File: src/seq_fault_pkg.sv
// shared constants for the sleep-entry order check and fault latch
package seq_fault_pkg;

  // register map, byte offsets on the serial bus
  localparam logic [7:0] EXP_ORDER_CH6_OFS  = 8'hE5; // expected sleep-entry order, ch6
  localparam logic [7:0] INT_STAT_ONE_OFS   = 8'h10; // sticky sequence faults
  localparam logic [7:0] INT_STAT_TWO_OFS   = 8'h11; // sticky bus integrity faults
  localparam logic [7:0] LOG_ORDER_CH6_OFS  = 8'h12; // logged sleep-entry order, ch6
  localparam logic [7:0] MODE_STAT_OFS      = 8'h13; // bit 0 shows active mode

  // reset values
  localparam logic [7:0] EXP_ORDER_RST      = 8'h00;
  localparam logic [7:0] LOG_ORDER_RST      = 8'h00;

  // packet error check: crc-8, seeded with zero
  localparam logic [7:0] CRC_POLY           = 8'h07;
  localparam logic [7:0] CRC_INIT           = 8'h00;

  // strap-selected bus address; value is arbitrary
  localparam logic [6:0] DEV_ADDR_DEFAULT   = 7'h30;

  // sticky flag indices and their bit positions in the status registers
  localparam int         NUM_FLAGS          = 3;
  localparam int         FLAG_SEQ           = 0;
  localparam int         FLAG_PEC           = 1;
  localparam int         FLAG_EXTRA         = 2;
  localparam int         STAT_ONE_SEQ_BIT   = 0;
  localparam int         STAT_TWO_PEC_BIT   = 0;
  localparam int         STAT_TWO_EXTRA_BIT = 1;

  // position of a byte inside one bus transaction
  localparam logic [2:0] BYTE_ADDR          = 3'h0;
  localparam logic [2:0] BYTE_REG           = 3'h1;
  localparam logic [2:0] BYTE_DATA          = 3'h2;
  localparam logic [2:0] BYTE_PEC           = 3'h3;
  localparam logic [2:0] BYTE_EXTRA         = 3'h4;
  localparam logic [3:0] BITS_PER_BYTE      = 4'h8;

  // serial slave states
  typedef enum logic [2:0] {
    ST_IDLE = 3'b000,
    ST_RECV = 3'b001,
    ST_ACK  = 3'b010,
    ST_SEND = 3'b011,
    ST_RACK = 3'b100
  } i2c_state_e;

endpackage

File: src/sleep_entry_check_fault_latch.sv
// ch6 sleep-entry order check, serial register slave and latched fault interrupt
`timescale 1ns/1ps
module sleep_entry_check_fault_latch #(
  parameter logic [6:0] DEV_ADDR = seq_fault_pkg::DEV_ADDR_DEFAULT
) (
  input  wire logic       clk_in,
  input  wire logic       reset_n_in,
  input  wire logic       scl_in,                        // bus clock, sampled
  input  wire logic       sda_in,                        // bus data level
  output logic            sda_out,                       // open-drain, always low
  output logic            sda_oe_n_out,                  // low while pulling data low
  input  wire logic       activity_input_in,             // high active, low sleep
  input  wire logic [7:0] sleep_entry_logged_order_ch6_in,
  input  wire logic       log_valid_ch6_in,              // logged order strobe
  input  wire logic       pec_enable_in,                 // check byte required
  output logic            fault_interrupt_n_out,         // open-drain, always low
  output logic            fault_interrupt_n_oe_n_out,    // low while interrupt asserted
  output logic            active_mode_out                // current mode
);

  ////////////////////////////////////////////////////////////////////////
  // declarations
  seq_fault_pkg::i2c_state_e state_ff, nxt_state;
  logic [3:0] bit_cnt_ff, nxt_bit_cnt;            // bits of current byte
  logic [2:0] byte_cnt_ff, nxt_byte_cnt;          // byte position, saturates
  logic [7:0] shift_ff, nxt_shift;                // receive shifter
  logic [7:0] tx_ff, nxt_tx;                      // transmit shifter
  logic [7:0] ptr_ff, nxt_ptr;                    // register pointer
  logic [7:0] hold_ff, nxt_hold;                  // data awaiting check byte
  logic [7:0] crc_ff, nxt_crc;                    // running check value
  logic       is_read_ff, nxt_is_read;
  logic       ack_ok_ff, nxt_ack_ok;
  logic       pending_ff, nxt_pending;            // checked write waits for stop
  logic       sda_drive_ff, nxt_sda_drive;
  logic       scl_q_ff, sda_q_ff;                 // previous bus levels
  logic       scl_rise, scl_fall, bus_start, bus_stop;
  logic [7:0] rx_byte;
  logic       wr_en;
  logic [7:0] wr_data;
  logic       pec_bad, extra_bad;
  logic [7:0] rd_value;

  logic [7:0] exp_order_ff, nxt_exp_order;        // expected order, ch6
  logic [7:0] log_order_ff, nxt_log_order;        // last logged order, ch6
  logic       act_q_ff, nxt_act_q;
  logic       armed_ff, nxt_armed;                // sleep-entry sequence open
  logic       irq_ff, nxt_irq;
  logic       seq_mismatch;

  logic [seq_fault_pkg::NUM_FLAGS-1:0] flag_set, flag_clr, flags;

  ////////////////////////////////////////////////////////////////////////
  // check-byte step over one byte, msb first
  function automatic logic [7:0] crc8(input logic [7:0] crc, input logic [7:0] data);
    logic [7:0] c;
    c = crc ^ data;
    for (int i = 0; i < 8; i++) begin
      c = c[7] ? ({c[6:0], 1'b0} ^ seq_fault_pkg::CRC_POLY) : {c[6:0], 1'b0};
    end
    return c;
  endfunction

  ////////////////////////////////////////////////////////////////////////
  // readback mux; unmapped pointers read zero
  always_comb begin
    rd_value = 8'h00;
    case (ptr_ff)
      seq_fault_pkg::EXP_ORDER_CH6_OFS: rd_value = exp_order_ff;
      seq_fault_pkg::INT_STAT_ONE_OFS:
        rd_value[seq_fault_pkg::STAT_ONE_SEQ_BIT] = flags[seq_fault_pkg::FLAG_SEQ];
      seq_fault_pkg::INT_STAT_TWO_OFS: begin
        rd_value[seq_fault_pkg::STAT_TWO_PEC_BIT]   = flags[seq_fault_pkg::FLAG_PEC];
        rd_value[seq_fault_pkg::STAT_TWO_EXTRA_BIT] = flags[seq_fault_pkg::FLAG_EXTRA];
      end
      seq_fault_pkg::LOG_ORDER_CH6_OFS: rd_value = log_order_ff;
      seq_fault_pkg::MODE_STAT_OFS:     rd_value[0] = act_q_ff;
      default:                          rd_value = 8'h00;
    endcase
  end

  ////////////////////////////////////////////////////////////////////////
  // serial slave: sample on scl rise, change data on scl fall
  always_comb begin
    nxt_state     = state_ff;
    nxt_bit_cnt   = bit_cnt_ff;
    nxt_byte_cnt  = byte_cnt_ff;
    nxt_shift     = shift_ff;
    nxt_tx        = tx_ff;
    nxt_ptr       = ptr_ff;
    nxt_hold      = hold_ff;
    nxt_crc       = crc_ff;
    nxt_is_read   = is_read_ff;
    nxt_ack_ok    = ack_ok_ff;
    nxt_pending   = pending_ff;
    nxt_sda_drive = sda_drive_ff;
    wr_en         = 1'b0;
    wr_data       = hold_ff;
    pec_bad       = 1'b0;
    extra_bad     = 1'b0;
    rx_byte       = {shift_ff[6:0], sda_in};
    scl_rise      = scl_in & ~scl_q_ff;
    scl_fall      = ~scl_in & scl_q_ff;
    bus_start     = scl_in & scl_q_ff & sda_q_ff & ~sda_in;
    bus_stop      = scl_in & scl_q_ff & ~sda_q_ff & sda_in;
    if (bus_stop) begin
      // checked write lands only at a clean stop
      nxt_state     = seq_fault_pkg::ST_IDLE;
      nxt_sda_drive = 1'b0;
      nxt_pending   = 1'b0;
      wr_en         = pending_ff;
    end else if (bus_start) begin
      // also covers repeated start
      nxt_state     = seq_fault_pkg::ST_RECV;
      nxt_bit_cnt   = 4'h0;
      nxt_byte_cnt  = seq_fault_pkg::BYTE_ADDR;
      nxt_crc       = seq_fault_pkg::CRC_INIT;
      nxt_is_read   = 1'b0;
      nxt_pending   = 1'b0;
      nxt_sda_drive = 1'b0;
    end else begin
      case (state_ff)
        seq_fault_pkg::ST_RECV: begin
          if (scl_rise && bit_cnt_ff < seq_fault_pkg::BITS_PER_BYTE) begin
            nxt_shift   = rx_byte;
            nxt_bit_cnt = bit_cnt_ff + 4'h1;
            if (bit_cnt_ff == seq_fault_pkg::BITS_PER_BYTE - 4'h1) begin
              // whole byte in
              nxt_ack_ok = 1'b1;
              nxt_crc    = crc8(crc_ff, rx_byte);
              if (byte_cnt_ff != seq_fault_pkg::BYTE_EXTRA) begin
                nxt_byte_cnt = byte_cnt_ff + 3'h1;
              end
              case (byte_cnt_ff)
                seq_fault_pkg::BYTE_ADDR: begin
                  nxt_ack_ok  = (rx_byte[7:1] == DEV_ADDR);
                  nxt_is_read = rx_byte[0];
                end
                seq_fault_pkg::BYTE_REG: nxt_ptr = rx_byte;
                seq_fault_pkg::BYTE_DATA: begin
                  nxt_hold = rx_byte;
                  if (!pec_enable_in) begin
                    wr_en   = 1'b1;
                    wr_data = rx_byte;
                  end
                end
                seq_fault_pkg::BYTE_PEC: begin
                  // wrong check byte raises a fault, write dropped
                  if (pec_enable_in) begin
                    if (rx_byte == crc_ff) begin
                      nxt_pending = 1'b1;
                    end else begin
                      pec_bad = 1'b1;
                    end
                  end
                end
                default: begin
                  // byte after a good check byte fails the write
                  if (pec_enable_in) begin
                    extra_bad   = 1'b1;
                    nxt_pending = 1'b0;
                  end
                end
              endcase
            end
          end else if (scl_fall && bit_cnt_ff == seq_fault_pkg::BITS_PER_BYTE) begin
            nxt_state     = seq_fault_pkg::ST_ACK;
            nxt_bit_cnt   = 4'h0;
            nxt_sda_drive = ack_ok_ff;
          end
        end
        seq_fault_pkg::ST_ACK: begin
          if (scl_fall) begin
            nxt_sda_drive = 1'b0;
            if (!ack_ok_ff) begin
              nxt_state = seq_fault_pkg::ST_IDLE;  // not ours, wait for start
            end else if (is_read_ff) begin
              nxt_state     = seq_fault_pkg::ST_SEND;
              nxt_tx        = rd_value;
              nxt_sda_drive = ~rd_value[7];
            end else begin
              nxt_state = seq_fault_pkg::ST_RECV;
            end
          end
        end
        seq_fault_pkg::ST_SEND: begin
          if (scl_rise) begin
            nxt_bit_cnt = bit_cnt_ff + 4'h1;
          end else if (scl_fall) begin
            if (bit_cnt_ff == seq_fault_pkg::BITS_PER_BYTE) begin
              nxt_state     = seq_fault_pkg::ST_RACK;
              nxt_bit_cnt   = 4'h0;
              nxt_sda_drive = 1'b0;
            end else begin
              nxt_tx        = {tx_ff[6:0], 1'b0};
              nxt_sda_drive = ~tx_ff[6];
            end
          end
        end
        seq_fault_pkg::ST_RACK: begin
          // master ack repeats the same register, no auto-increment
          if (scl_rise) begin
            nxt_ack_ok = ~sda_in;
          end else if (scl_fall) begin
            if (ack_ok_ff) begin
              nxt_state     = seq_fault_pkg::ST_SEND;
              nxt_tx        = rd_value;
              nxt_sda_drive = ~rd_value[7];
            end else begin
              nxt_state = seq_fault_pkg::ST_IDLE;
            end
          end
        end
        default: nxt_state = seq_fault_pkg::ST_IDLE;
      endcase
    end
  end

  // serial slave registers
  always_ff @(posedge clk_in or negedge reset_n_in) begin
    if (!reset_n_in) begin
      state_ff     <= seq_fault_pkg::ST_IDLE;
      bit_cnt_ff   <= 4'h0;
      byte_cnt_ff  <= 3'h0;
      shift_ff     <= 8'h00;
      tx_ff        <= 8'h00;
      ptr_ff       <= 8'h00;
      hold_ff      <= 8'h00;
      crc_ff       <= 8'h00;
      is_read_ff   <= 1'b0;
      ack_ok_ff    <= 1'b0;
      pending_ff   <= 1'b0;
      sda_drive_ff <= 1'b0;
      scl_q_ff     <= 1'b1;
      sda_q_ff     <= 1'b1;
    end else begin
      state_ff     <= nxt_state;
      bit_cnt_ff   <= nxt_bit_cnt;
      byte_cnt_ff  <= nxt_byte_cnt;
      shift_ff     <= nxt_shift;
      tx_ff        <= nxt_tx;
      ptr_ff       <= nxt_ptr;
      hold_ff      <= nxt_hold;
      crc_ff       <= nxt_crc;
      is_read_ff   <= nxt_is_read;
      ack_ok_ff    <= nxt_ack_ok;
      pending_ff   <= nxt_pending;
      sda_drive_ff <= nxt_sda_drive;
      scl_q_ff     <= scl_in;
      sda_q_ff     <= sda_in;
    end
  end

  ////////////////////////////////////////////////////////////////////////
  // mode, sequence check, expected order and interrupt latch
  always_comb begin
    nxt_act_q     = activity_input_in;
    nxt_exp_order = exp_order_ff;
    nxt_log_order = log_order_ff;
    nxt_armed     = armed_ff;
    nxt_irq       = |flags;
    if (wr_en && ptr_ff == seq_fault_pkg::EXP_ORDER_CH6_OFS) begin
      nxt_exp_order = wr_data;
    end
    if (log_valid_ch6_in) begin
      nxt_log_order = sleep_entry_logged_order_ch6_in;
    end
    // window opens on the active-to-sleep edge, closes on wake or log
    if (activity_input_in) begin
      nxt_armed = 1'b0;
    end else if (act_q_ff) begin
      nxt_armed = 1'b1;
    end else if (log_valid_ch6_in) begin
      nxt_armed = 1'b0;
    end
  end

  // a log strobe outside the window is stored but not judged
  assign seq_mismatch = armed_ff & log_valid_ch6_in &
                        (sleep_entry_logged_order_ch6_in != exp_order_ff);

  always_ff @(posedge clk_in or negedge reset_n_in) begin
    if (!reset_n_in) begin
      act_q_ff     <= 1'b0;
      exp_order_ff <= seq_fault_pkg::EXP_ORDER_RST;
      log_order_ff <= seq_fault_pkg::LOG_ORDER_RST;
      armed_ff     <= 1'b0;
      irq_ff       <= 1'b0;
    end else begin
      act_q_ff     <= nxt_act_q;
      exp_order_ff <= nxt_exp_order;
      log_order_ff <= nxt_log_order;
      armed_ff     <= nxt_armed;
      irq_ff       <= nxt_irq;
    end
  end

  ////////////////////////////////////////////////////////////////////////
  // sticky flags, write-one-to-clear through the status registers
  assign flag_set[seq_fault_pkg::FLAG_SEQ]   = seq_mismatch;
  assign flag_set[seq_fault_pkg::FLAG_PEC]   = pec_bad;
  assign flag_set[seq_fault_pkg::FLAG_EXTRA] = extra_bad;
  assign flag_clr[seq_fault_pkg::FLAG_SEQ]   = wr_en & (ptr_ff == seq_fault_pkg::INT_STAT_ONE_OFS)
                                             & wr_data[seq_fault_pkg::STAT_ONE_SEQ_BIT];
  assign flag_clr[seq_fault_pkg::FLAG_PEC]   = wr_en & (ptr_ff == seq_fault_pkg::INT_STAT_TWO_OFS)
                                             & wr_data[seq_fault_pkg::STAT_TWO_PEC_BIT];
  assign flag_clr[seq_fault_pkg::FLAG_EXTRA] = wr_en & (ptr_ff == seq_fault_pkg::INT_STAT_TWO_OFS)
                                             & wr_data[seq_fault_pkg::STAT_TWO_EXTRA_BIT];

  for (genvar g = 0; g < seq_fault_pkg::NUM_FLAGS; g++) begin : gen_flag
    w1c_flag_bit u_flag (
      .clk_in     (clk_in),
      .reset_n_in (reset_n_in),
      .set_in     (flag_set[g]),
      .clr_in     (flag_clr[g]),
      .flag_out   (flags[g])
    );
  end

  // open-drain pins: data level fixed low, enable does the work
  assign sda_out                    = 1'b0;
  assign sda_oe_n_out               = ~sda_drive_ff;
  assign fault_interrupt_n_out      = 1'b0;
  assign fault_interrupt_n_oe_n_out = ~irq_ff;
  assign active_mode_out            = act_q_ff;
endmodule

File: src/w1c_flag_bit.sv
// one sticky status flag, cleared only by writing a one
`timescale 1ns/1ps
module w1c_flag_bit (
  input  wire logic clk_in,
  input  wire logic reset_n_in,
  input  wire logic set_in,     // fault event, one cycle
  input  wire logic clr_in,     // write of one to this bit
  output logic      flag_out
);

  logic flag_ff;
  logic nxt_flag;

  ////////////////////////////////////////////////////////////////////////
  // set beats clear so an event in the clearing cycle is never lost
  always_comb begin
    nxt_flag = flag_ff;
    if (set_in) begin
      nxt_flag = 1'b1;
    end else if (clr_in) begin
      nxt_flag = 1'b0;
    end
  end

  // no hardware path ever clears the flag on its own
  always_ff @(posedge clk_in or negedge reset_n_in) begin
    if (!reset_n_in) begin
      flag_ff <= 1'b0;
    end else begin
      flag_ff <= nxt_flag;
    end
  end

  assign flag_out = flag_ff;

endmodule
File: config.mk
export PLATFORM = sky130hd
export DESIGN_NAME = sleep_entry_check_fault_latch
export DESIGN_NICKNAME = d
export VERILOG_FILES = /design/src/seq_fault_pkg.sv /design/src/sleep_entry_check_fault_latch.sv /design/src/w1c_flag_bit.sv
export SDC_FILE = /design/constraint.sdc
export NUM_CORES = 1
export LEC_CHECK = 0
export ABC_AREA = 1
export BUFFER_PORTS_ARGS = -buffer_cell sky130_fd_sc_hd__buf_2
export CORE_MARGIN = 2
export CORE_UTILIZATION = 40
export CTS_BUF_LIST = sky130_fd_sc_hd__clkbuf_4 sky130_fd_sc_hd__clkbuf_8 sky130_fd_sc_hd__clkbuf_16
export CTS_CLUSTER_DIAMETER = 60
export CTS_CLUSTER_SIZE = 16
export DETAILED_ROUTE_END_ITERATION = 8
export PLACE_DENSITY = 0.67
export SETUP_SLACK_MARGIN = 0.4
export SLEW_MARGIN = 15
export SYNTH_ARGS = -nofsm -noshare
export SYNTH_HDL_FRONTEND = slang
export SYNTH_SLANG_ARGS = --single-unit
export TNS_END_PERCENT = 30
File: constraint.sdc
create_clock -name clk_in -period 3.8 [get_ports clk_in]
set_input_delay 0 -clock clk_in [delete_from_list [all_inputs] [get_ports clk_in]]
set_output_delay 0 -clock clk_in [all_outputs]
set_load 0.01 [all_outputs]
After elaboration in Yosys (flattened, before gate mapping). Index checks and enable logic that the tools add are counted.

Multipliers: 0. Add/sub/neg operators: 2. Div/mod/pow operators: 0. Shift operators: 0. Multiplexer cells: 122. Magnitude comparators: 1. Reductions and logical operators: 36. Equality and inequality tests: 44. Bitwise logic cells: 33.

Operator list (count): two-way mux 8 bit (11); two-way mux 3 bit (23); two-way mux 7 bit (9); two-way mux 1 bit (61); != test 4 bit, second input constant (13); equality test 8 x 5 -> 1 bit, second input constant (4); two-way mux 4 bit (6); != test 2 bit, second input constant (12); inverter 3 bit (8); AND reduction 6 bit (4); one-hot mux 7 bit (3 select lines) (1); nonzero test 3 bit (7); nonzero test 2 bit (9); AND reduction 5 bit (3); AND 1 bit (14); equality test 3 x 2 -> 1 bit, second input constant (4); one-hot mux 3 bit (4 select lines) (1); one-hot mux 6 bit (2 select lines) (1); AND reduction 12 bit (1); inverter 1 bit (10); AND reduction 9 bit (1); equality test 8 bit (1); equality test 8 bit, second input constant (1); != test 8 bit (1); 24 further kinds (32).

Memories: 0. Logic and storage cells: 260. Bits in read-only memories: 0. Output and inout bits: 5. Bits of input ports: 15. Memory bits (writable): 0. Flip-flop bits (word level): 76. Latch bits: 0.

Logic depth before layout (Yosys ltp). Gate-level depths: netlist (run 1).

Depth after elaboration: 21. Gate-level depth with buffers: 13. Gate-level depth less buffers: 12.

Cells and area by module. A second synthesis (run 1) with hierarchy kept.

Cell total of the unflattened synthesis: 614. Area, all modules: 4684.5 um^2.

By module, submodules not included: sleep_entry_check_fault_latch (sequential area each 1829.3 um^2, area each 4564.4 um^2, times used 1, cells an instance 599); w1c_flag_bit (sequential area each 25.0 um^2, area each 40.0 um^2, times used 3, cells an instance 5).

Worst setup path after synthesis (run 1). No wires, ideal clock.

Path kind: reg2reg. Start: register scl_q_ff. End: register exp_order_ff[3]. Stages on the path, launching flop included: 9. Required time: 3.683 ns. Path buffers: 0. Slack: 2.024 ns. Period minus slack after synthesis: 1.776 ns. Library setup time: 0.117 ns. Data arrival time: 1.658 ns. Cells stage by stage: dfstp_2 ha_1 nand2_2 nor2_2 nand2_1 a21oi_4 inv_4 nand2_1 nand2_1.

Word-level cells in the longest chain between the ends: 8. Elaborated cells between the ends (all ways): 17. Classes of those cells: mux (8); bitwise (7); reduce/logical (2).

RTL lines: from (decl) (line sleep_entry_check_fault_latch.sv:35) `logic scl_q_ff, sda_q_ff;`; from (signal assigned) (line sleep_entry_check_fault_latch.sv:248) `scl_q_ff <= scl_in;`; inverter 1 bit (line sleep_entry_check_fault_latch.sv:101) `scl_rise = scl_in & ~scl_q_ff;`; AND 1 bit (line sleep_entry_check_fault_latch.sv:101); logical AND 1 bit (line sleep_entry_check_fault_latch.sv:123) `if (scl_rise && bit_cnt_ff < seq_fault_pkg::BITS_PER_BYTE) begin`; two-way mux 1 bit (line sleep_entry_check_fault_latch.sv:123); two-way mux 1 bit (line sleep_entry_check_fault_latch.sv:121) `case (state_ff)`; two-way mux 1 bit (line sleep_entry_check_fault_latch.sv:111) `end else if (bus_start) begin`; two-way mux 1 bit (line sleep_entry_check_fault_latch.sv:105) `if (bus_stop) begin`; logical AND 1 bit (line sleep_entry_check_fault_latch.sv:261) `if (wr_en && ptr_ff == seq_fault_pkg::EXP_ORDER_CH6_OFS) begin`; to (signal assigned) (line sleep_entry_check_fault_latch.sv:284) `exp_order_ff <= seq_fault_pkg::EXP_ORDER_RST;`; to (signal assigned) (line sleep_entry_check_fault_latch.sv:290) `exp_order_ff <= nxt_exp_order;`; to (decl) (line sleep_entry_check_fault_latch.sv:43) `logic [7:0] exp_order_ff, nxt_exp_order;`.

Several ways; a longest one is shown, not always the timed one. A chain may end at the register's enable or synchronous reset.

Worst setup path in the final report (run 1). Same ends and word-level chain as after synthesis.

==> flow_summary.json, run 1 <==
{
  "tightest_slew_ps": 979.0,
  "grt_pass1_wl_um": 18150,
  "peakVddDrop_mv": 0.2371,
  "path_clk_slew_ps": 60,
  "io_buffers": 17,
  "fillers": 1108,
  "nNetsFinal": 687,
  "crit_family": "simple AND/OR/NAND/NOR gates",
  "grt_pass1_vias": 3928,
  "maxCapViolations": 0,
  "start_util_pct": 40.61,
  "overflow": 0,
  "rsz0062_at_grt": "false",
  "ys_seq_area_share_pct": 41.60,
  "cts_tree": "done",
  "r2r_setup_slack_ps": 1810,
  "grt_usage_pct": 18.06,
  "syn2layout_area_growth_pct": 13.83,
  "cp_slowest_cell": "dfstp_2",
  "ys_types": 41,
  "cp_max_fo": 10,
  "grt_max_degree": 77,
  "clock_path_buffers": 2,
  "synth.avg_cell_area_sq_um": 7.302,
  "min_period_ps": 1993,
  "start_kind": "register",
  "drtPass1Iterations": 5,
  "seq_area_sq_um": 1904,
  "antenna_left": 0,
  "synth_seq_cells": 76,
  "die_area_sq_um": 12320,
  "num_io_pins": 20,
  "cts_buffers": 9,
  "p_per_area_nw_per_um2": 454.3,
  "yosysWarnings": 0,
  "static-leakage-power_nw": 2.542,
  "ys_async_sr_fraction_pct": 100.0,
  "post_cts_resized": 0,
  "status": "finished, final reports clean",
  "clk_latency_ps": 330,
  "post_cts_buffers": 0,
  "path_class": "reg -> reg",
  "synth_flop_cell": "dfrtp_1",
  "die_h_um": 111.0,
  "crit_path_end_kind": "register",
  "drtIter0Drc": 362,
  "min_period_over_period_pct": 52.46,
  "antenna_found_initial": 0,
  "worstPathCellList": "ha_1 > nand2_2 > nor2_2 > nand2_1 > a21oi_4 > inv_4 > nand2_1 > nand2_1",
  "final_cell_mix": "243 x nand2_1, 74 x dfrtp_1, 56 x nand3_1",
  "final_util_pct": 46.23,
  "timing.critical_path.buf_inv": 1,
  "postRouteWirelength_um": 10630,
  "gp_congestion": 0.9023,
  "antenna_cells": 0,
  "finClkSkew_ps": 5.219,
  "cp_common_cell": "nand2_1",
  "vias_per_cell": 5.053,
  "max_slew_margin_pct": 34.73,
  "multiInputGateArea_sq_um": 2362,
  "slowest_delay_ps": 540,
  "die_x_um": 111.0,
  "layout_commonest_cell": "nand2_1",
  "worstPathArrival_ps": 2220,
  "rows": 39,
  "root_buffer": "clkbuf_16",
  "coreArea_sq_um": 11270,
  "drc": 0,
  "setup_viol": 0,
  "final_hold_viol_count": 0,
  "syn_inst": 627,
  "syn-cell-area_sq_um": 4578,
  "min_path_type": "in -> reg",
  "layout-drive-gt1-share_pct": 10.56,
  "h-tree-depth": 3,
  "crit_required_ps": 4020,
  "final-max-slew-violation-count": 0,
  "wl_per_cell_um": 13.19,
  "reg2reg_from": "scl_q_ff",
  "whs_ps": 333.0,
  "min-delay-start": "activity_input_in",
  "synth_edf_count": 0,
  "cts_sinks": 76,
  "setup_tns_ps": 0,
  "crit_start": "scl_q_ff",
  "dr_total_vias": 4073,
  "dp_hpwl_um": 7861,
  "fmax_mhz": 501.6
}
==> cells by family after synthesis <==
logic type / count (synthesis) / share of synthesized area [%]
xor gates and xnor gates: 16 / 3.061
and+or+nand+nor: 385 / 37.06
buffers and inverters: 72 / 6.887
adders and majority gates: 13 / 3.553
DFF: 76 / 41.60
AOI/OAI and AO/OA: 64 / 7.762
other: 1 / 0.08191
==> registers in the layout, indices dropped and copies added (netlist names), 3 cells and up <==
signal and cells:
log_order_ff 8, hold_ff 8, bit_cnt_ff 4, crc_ff 8, ptr_ff 8, state_ff 3, tx_ff 7, gen_flag.u_flag.flag_out 3
exp_order_ff 8, shift_ff 7, byte_cnt_ff 3
==> through the flow <==
stage | power, W | worst slack, ps | instance area [sq um] | std cells
6_report | 0.002367 | 1807 | 5211 | 806
4_1_cts | 0.002388 | 1802 | 5211 | 806
3_5_place_dp | 0.001505 | 1835 | 4770 | 777
2_1_floorplan | 0.001364 | 2024 | 4582 | 628
3_3_place_gp | 0.001487 | 1908 | 4770 | 777
5_1_grt | 0.002518 | 1594 | 5211 | 806
==> cell type report <==
class / count / area share, %
multi-input cells: 480 / 45.33
repair buffers: 31 / 4.370
clock inverters: 4 / 0.9364
flip-flops and latches: 76 / 36.54
well taps: 143 / 3.433
inverters: 61 / 4.538
clock buffers: 11 / 4.850
==> repair_timing <==
item	CTS	global route
endpoints found under the hold margin	87	0
hold buffers	14	0
setup endpoints to repair	0	0
==> per-layer routing <==
layer / GRT usage [%] / vias up / wire (um)
met5: 0 / - / 0
met4: 7.167 / 0 / 200
met3: 3.773 / 15 / 449
met2: 28.38 / 104 / 4876
met1: 24.50 / 1882 / 5106
li1: - / 2072 / -
==> power breakdown <==
part / leakage, nW / switching [W] / total, W / internal, W
Sequential: 0.983 / 0.0000753 / 0.000947 / 0.000872
Combinational: 1.41 / 0.000354 / 0.000555 / 0.000201
Clock: 0.151 / 0.000326 / 0.000865 / 0.000539
Total: 2.54 / 0.000755 / 0.00237 / 0.00161
==> cells in the mapped netlist (all sizes together), types with 2 or more instances <==
master,instances,area share [%]
xnor2,9,1.7
dfstp,2,1.1
nand3,61,7.7
nor3,5,0.55
nand4,11,1.6
nand2,250,21
buf,10,1.6
o22ai,2,0.27
a21oi,10,1.4
o21ai,47,5.1
nor2,53,5.3
inv,60,5.1
xor2,7,1.3
or2,2,0.27
dfrtp,74,40
ha,13,3.6
==> worst register-to-register path, cell delays in order (launching register included) <==
cell and delay, ps:
dfstp_2 540, ha_1 280, nand2_2 90, nor2_2 260, nand2_1 190, a21oi_4 330, inv_4 80, nand2_1 70
nand2_1 50
==> final timing paths <==
check / endpoint / cells past startpoint
max: exp_order_ff[3] / 8
min: active_mode_out / 2
max reg2reg: exp_order_ff[3] / 8
min reg2reg: tx_ff[5] / 2
max in group asynchronous: state_ff[2] / 2
min in group asynchronous: shift_ff[5] / 2
Power figures use the tool's default switching activity.
==> run 2, diff against run 1 <==
--- a/config.mk
+++ b/config.mk
@@ -13,7 +13,7 @@
 export CTS_CLUSTER_DIAMETER = 60
 export CTS_CLUSTER_SIZE = 16
 export DETAILED_ROUTE_END_ITERATION = 8
-export PLACE_DENSITY = 0.67
+export PLACE_DENSITY = 0.69
 export SETUP_SLACK_MARGIN = 0.4
 export SLEW_MARGIN = 15
 export SYNTH_ARGS = -nofsm -noshare
==> constraint.sdc (replaced) <==
create_clock -name clk_in -period 1.74 [get_ports clk_in]
set_input_delay 0 -clock clk_in [delete_from_list [all_inputs] [get_ports clk_in]]
set_output_delay 0 -clock clk_in [all_outputs]
set_load 0.01 [all_outputs]
==> run 2 against run 1 <==
The run now ends with negative setup slack left. Wire length up 16%. Worst hold slack worse by 180 ps. Sequential share of layout area down 4.7 points. Final cell count up 6.8%. Critical endpoint is now hold_ff[6].
==> flow_summary.json, run 2 (synthesis results as in run 1) <==
{
  "status": "complete, but fails checks",
  "grt_pass1_vias": 4336,
  "nNetsFinal": 741,
  "die_x_um": 111.0,
  "coreArea_sq_um": 11270,
  "gp_congestion": 0.9208,
  "grt_max_degree": 45,
  "fillers": 999,
  "peakVddDrop_mv": 0.5092,
  "maxCapViolations": 0,
  "dp_hpwl_um": 8379,
  "final-max-slew-violation-count": 0,
  "final_hold_viol_count": 0,
  "seq_area_sq_um": 1906,
  "cts_tree": "done",
  "grt_pass1_wl_um": 20040,
  "drtPass1Iterations": 5,
  "clk_latency_ps": 330,
  "die_h_um": 111.0,
  "wl_per_cell_um": 14.38,
  "min_period_ps": 1819,
  "start_kind": "register",
  "drtIter0Drc": 423,
  "rows": 39,
  "antenna_found_initial": 0,
  "rsz0062_at_grt": "true",
  "start_util_pct": 40.61,
  "postRouteWirelength_um": 12380,
  "final_cell_mix": "233 x nand2_1, 73 x dfrtp_1, 50 x inv_1",
  "setup_viol": 15,
  "static-leakage-power_nw": 2.853,
  "path_class": "reg -> reg",
  "min_period_over_period_pct": 104.5,
  "die_area_sq_um": 12320,
  "h-tree-depth": 3,
  "num_io_pins": 20,
  "path_clk_slew_ps": 60,
  "worstPathArrival_ps": 2030,
  "violations": "negative setup slack",
  "multiInputGateArea_sq_um": 2623,
  "max_slew_margin_pct": 59.45,
  "antenna_cells": 0,
  "cts_sinks": 76,
  "cp_max_fo": 8,
  "cts_buffers": 9,
  "antenna_left": 0,
  "clock_path_buffers": 2,
  "crit_path_end_kind": "register",
  "fmax_mhz": 549.8,
  "io_buffers": 17,
  "syn2layout_area_growth_pct": 30.58,
  "whs_ps": 158.0,
  "p_per_area_nw_per_um2": 916.8,
  "finClkSkew_ps": 5.554,
  "layout_setup_ws_ps": -78.71,
  "overflow": 0,
  "min_path_type": "in -> reg",
  "vias_per_cell": 5.242,
  "drc": 0,
  "grt_usage_pct": 19.89,
  "tightest_slew_ps": 608.3,
  "layout_commonest_cell": "nand2_1",
  "dr_total_vias": 4513,
  "root_buffer": "clkbuf_16",
  "crit_required_ps": 1950,
  "dp_cells": 810,
  "fin_cells": 861,
  "layout-drive-gt1-share_pct": 22.42
}
## run 2: cell type report
| cell class | instances | area share [%] |
|---|---|---|
| multi-input cells | 483 | 43.87 |
| flip-flops and latches | 76 | 31.88 |
| repair buffers | 82 | 11.89 |
| clock buffers | 12 | 4.353 |
| inverters | 61 | 4.228 |
| well taps | 143 | 2.993 |
| clock inverters | 4 | 0.7953 |
## run 2: repair_timing
action	in CTS	in global routing
resized for setup	15	51
hold endpoints to repair	54	0
endpoints found under the setup margin	63	63
pin swaps	12	7
hold buffers	14	0
buffers inserted	10	7
cloned	2	2
## run 2: through the flow
step | power (W) | setup slack (ps) | util [%] | area, sq um | TNS (ps)
5_1_grt | 0.005772 | -151.7 | 53.04 | 5978 | -3336
4_1_cts | 0.005418 | 9.881 | 50.52 | 5694 | 0
3_5_place_dp | 0.003413 | -37.18 | 45.04 | 5077 | -255.7
6_report | 0.005481 | -78.71 | 53.04 | 5978 | -394.4
2_1_floorplan | 0.002983 | 81.57 | - | 4608 | 0
3_3_place_gp | 0.003371 | 13.70 | 45.04 | 5077 | 0
## run 2: worst paths after layout
path,end,cells after the start,slack (ps),start
max in group asynchronous,byte_cnt_ff[1],3,940,reset_n_in
setup / recovery,hold_ff[6],10,-80,scl_q_ff
hold reg to reg,log_order_ff[7],2,470,log_order_ff[7]
hold / removal,ptr_ff[0],3,160,sda_in
setup reg to reg,hold_ff[6],10,-80,scl_q_ff
min in group asynchronous,active_mode_out,2,220,reset_n_in
## run 2: power breakdown
part / switching (W) / internal [W]
sequential: 0.000163 / 0.00191
combinational: 0.000881 / 0.000587
clock: 0.000743 / 0.00120
## run 2: critical path: stages, from the launching register on
cell       delay [ps]
dfstp_2           570
ha_4              190
nand2_2           100
nor2_4            170
nor2_4            100
nand2_4           120
nor2_4             50
buf_12            130
clkbuf_16         140
nand2_1            50
o21ai_0            70
## run 2: metal layers
metal  GRT usage [%]  part of all wire, %
met3           3.280                  5.0
met5               0                    0
met4           7.333                  2.9
met1           25.68                   44
met2           33.70                   48
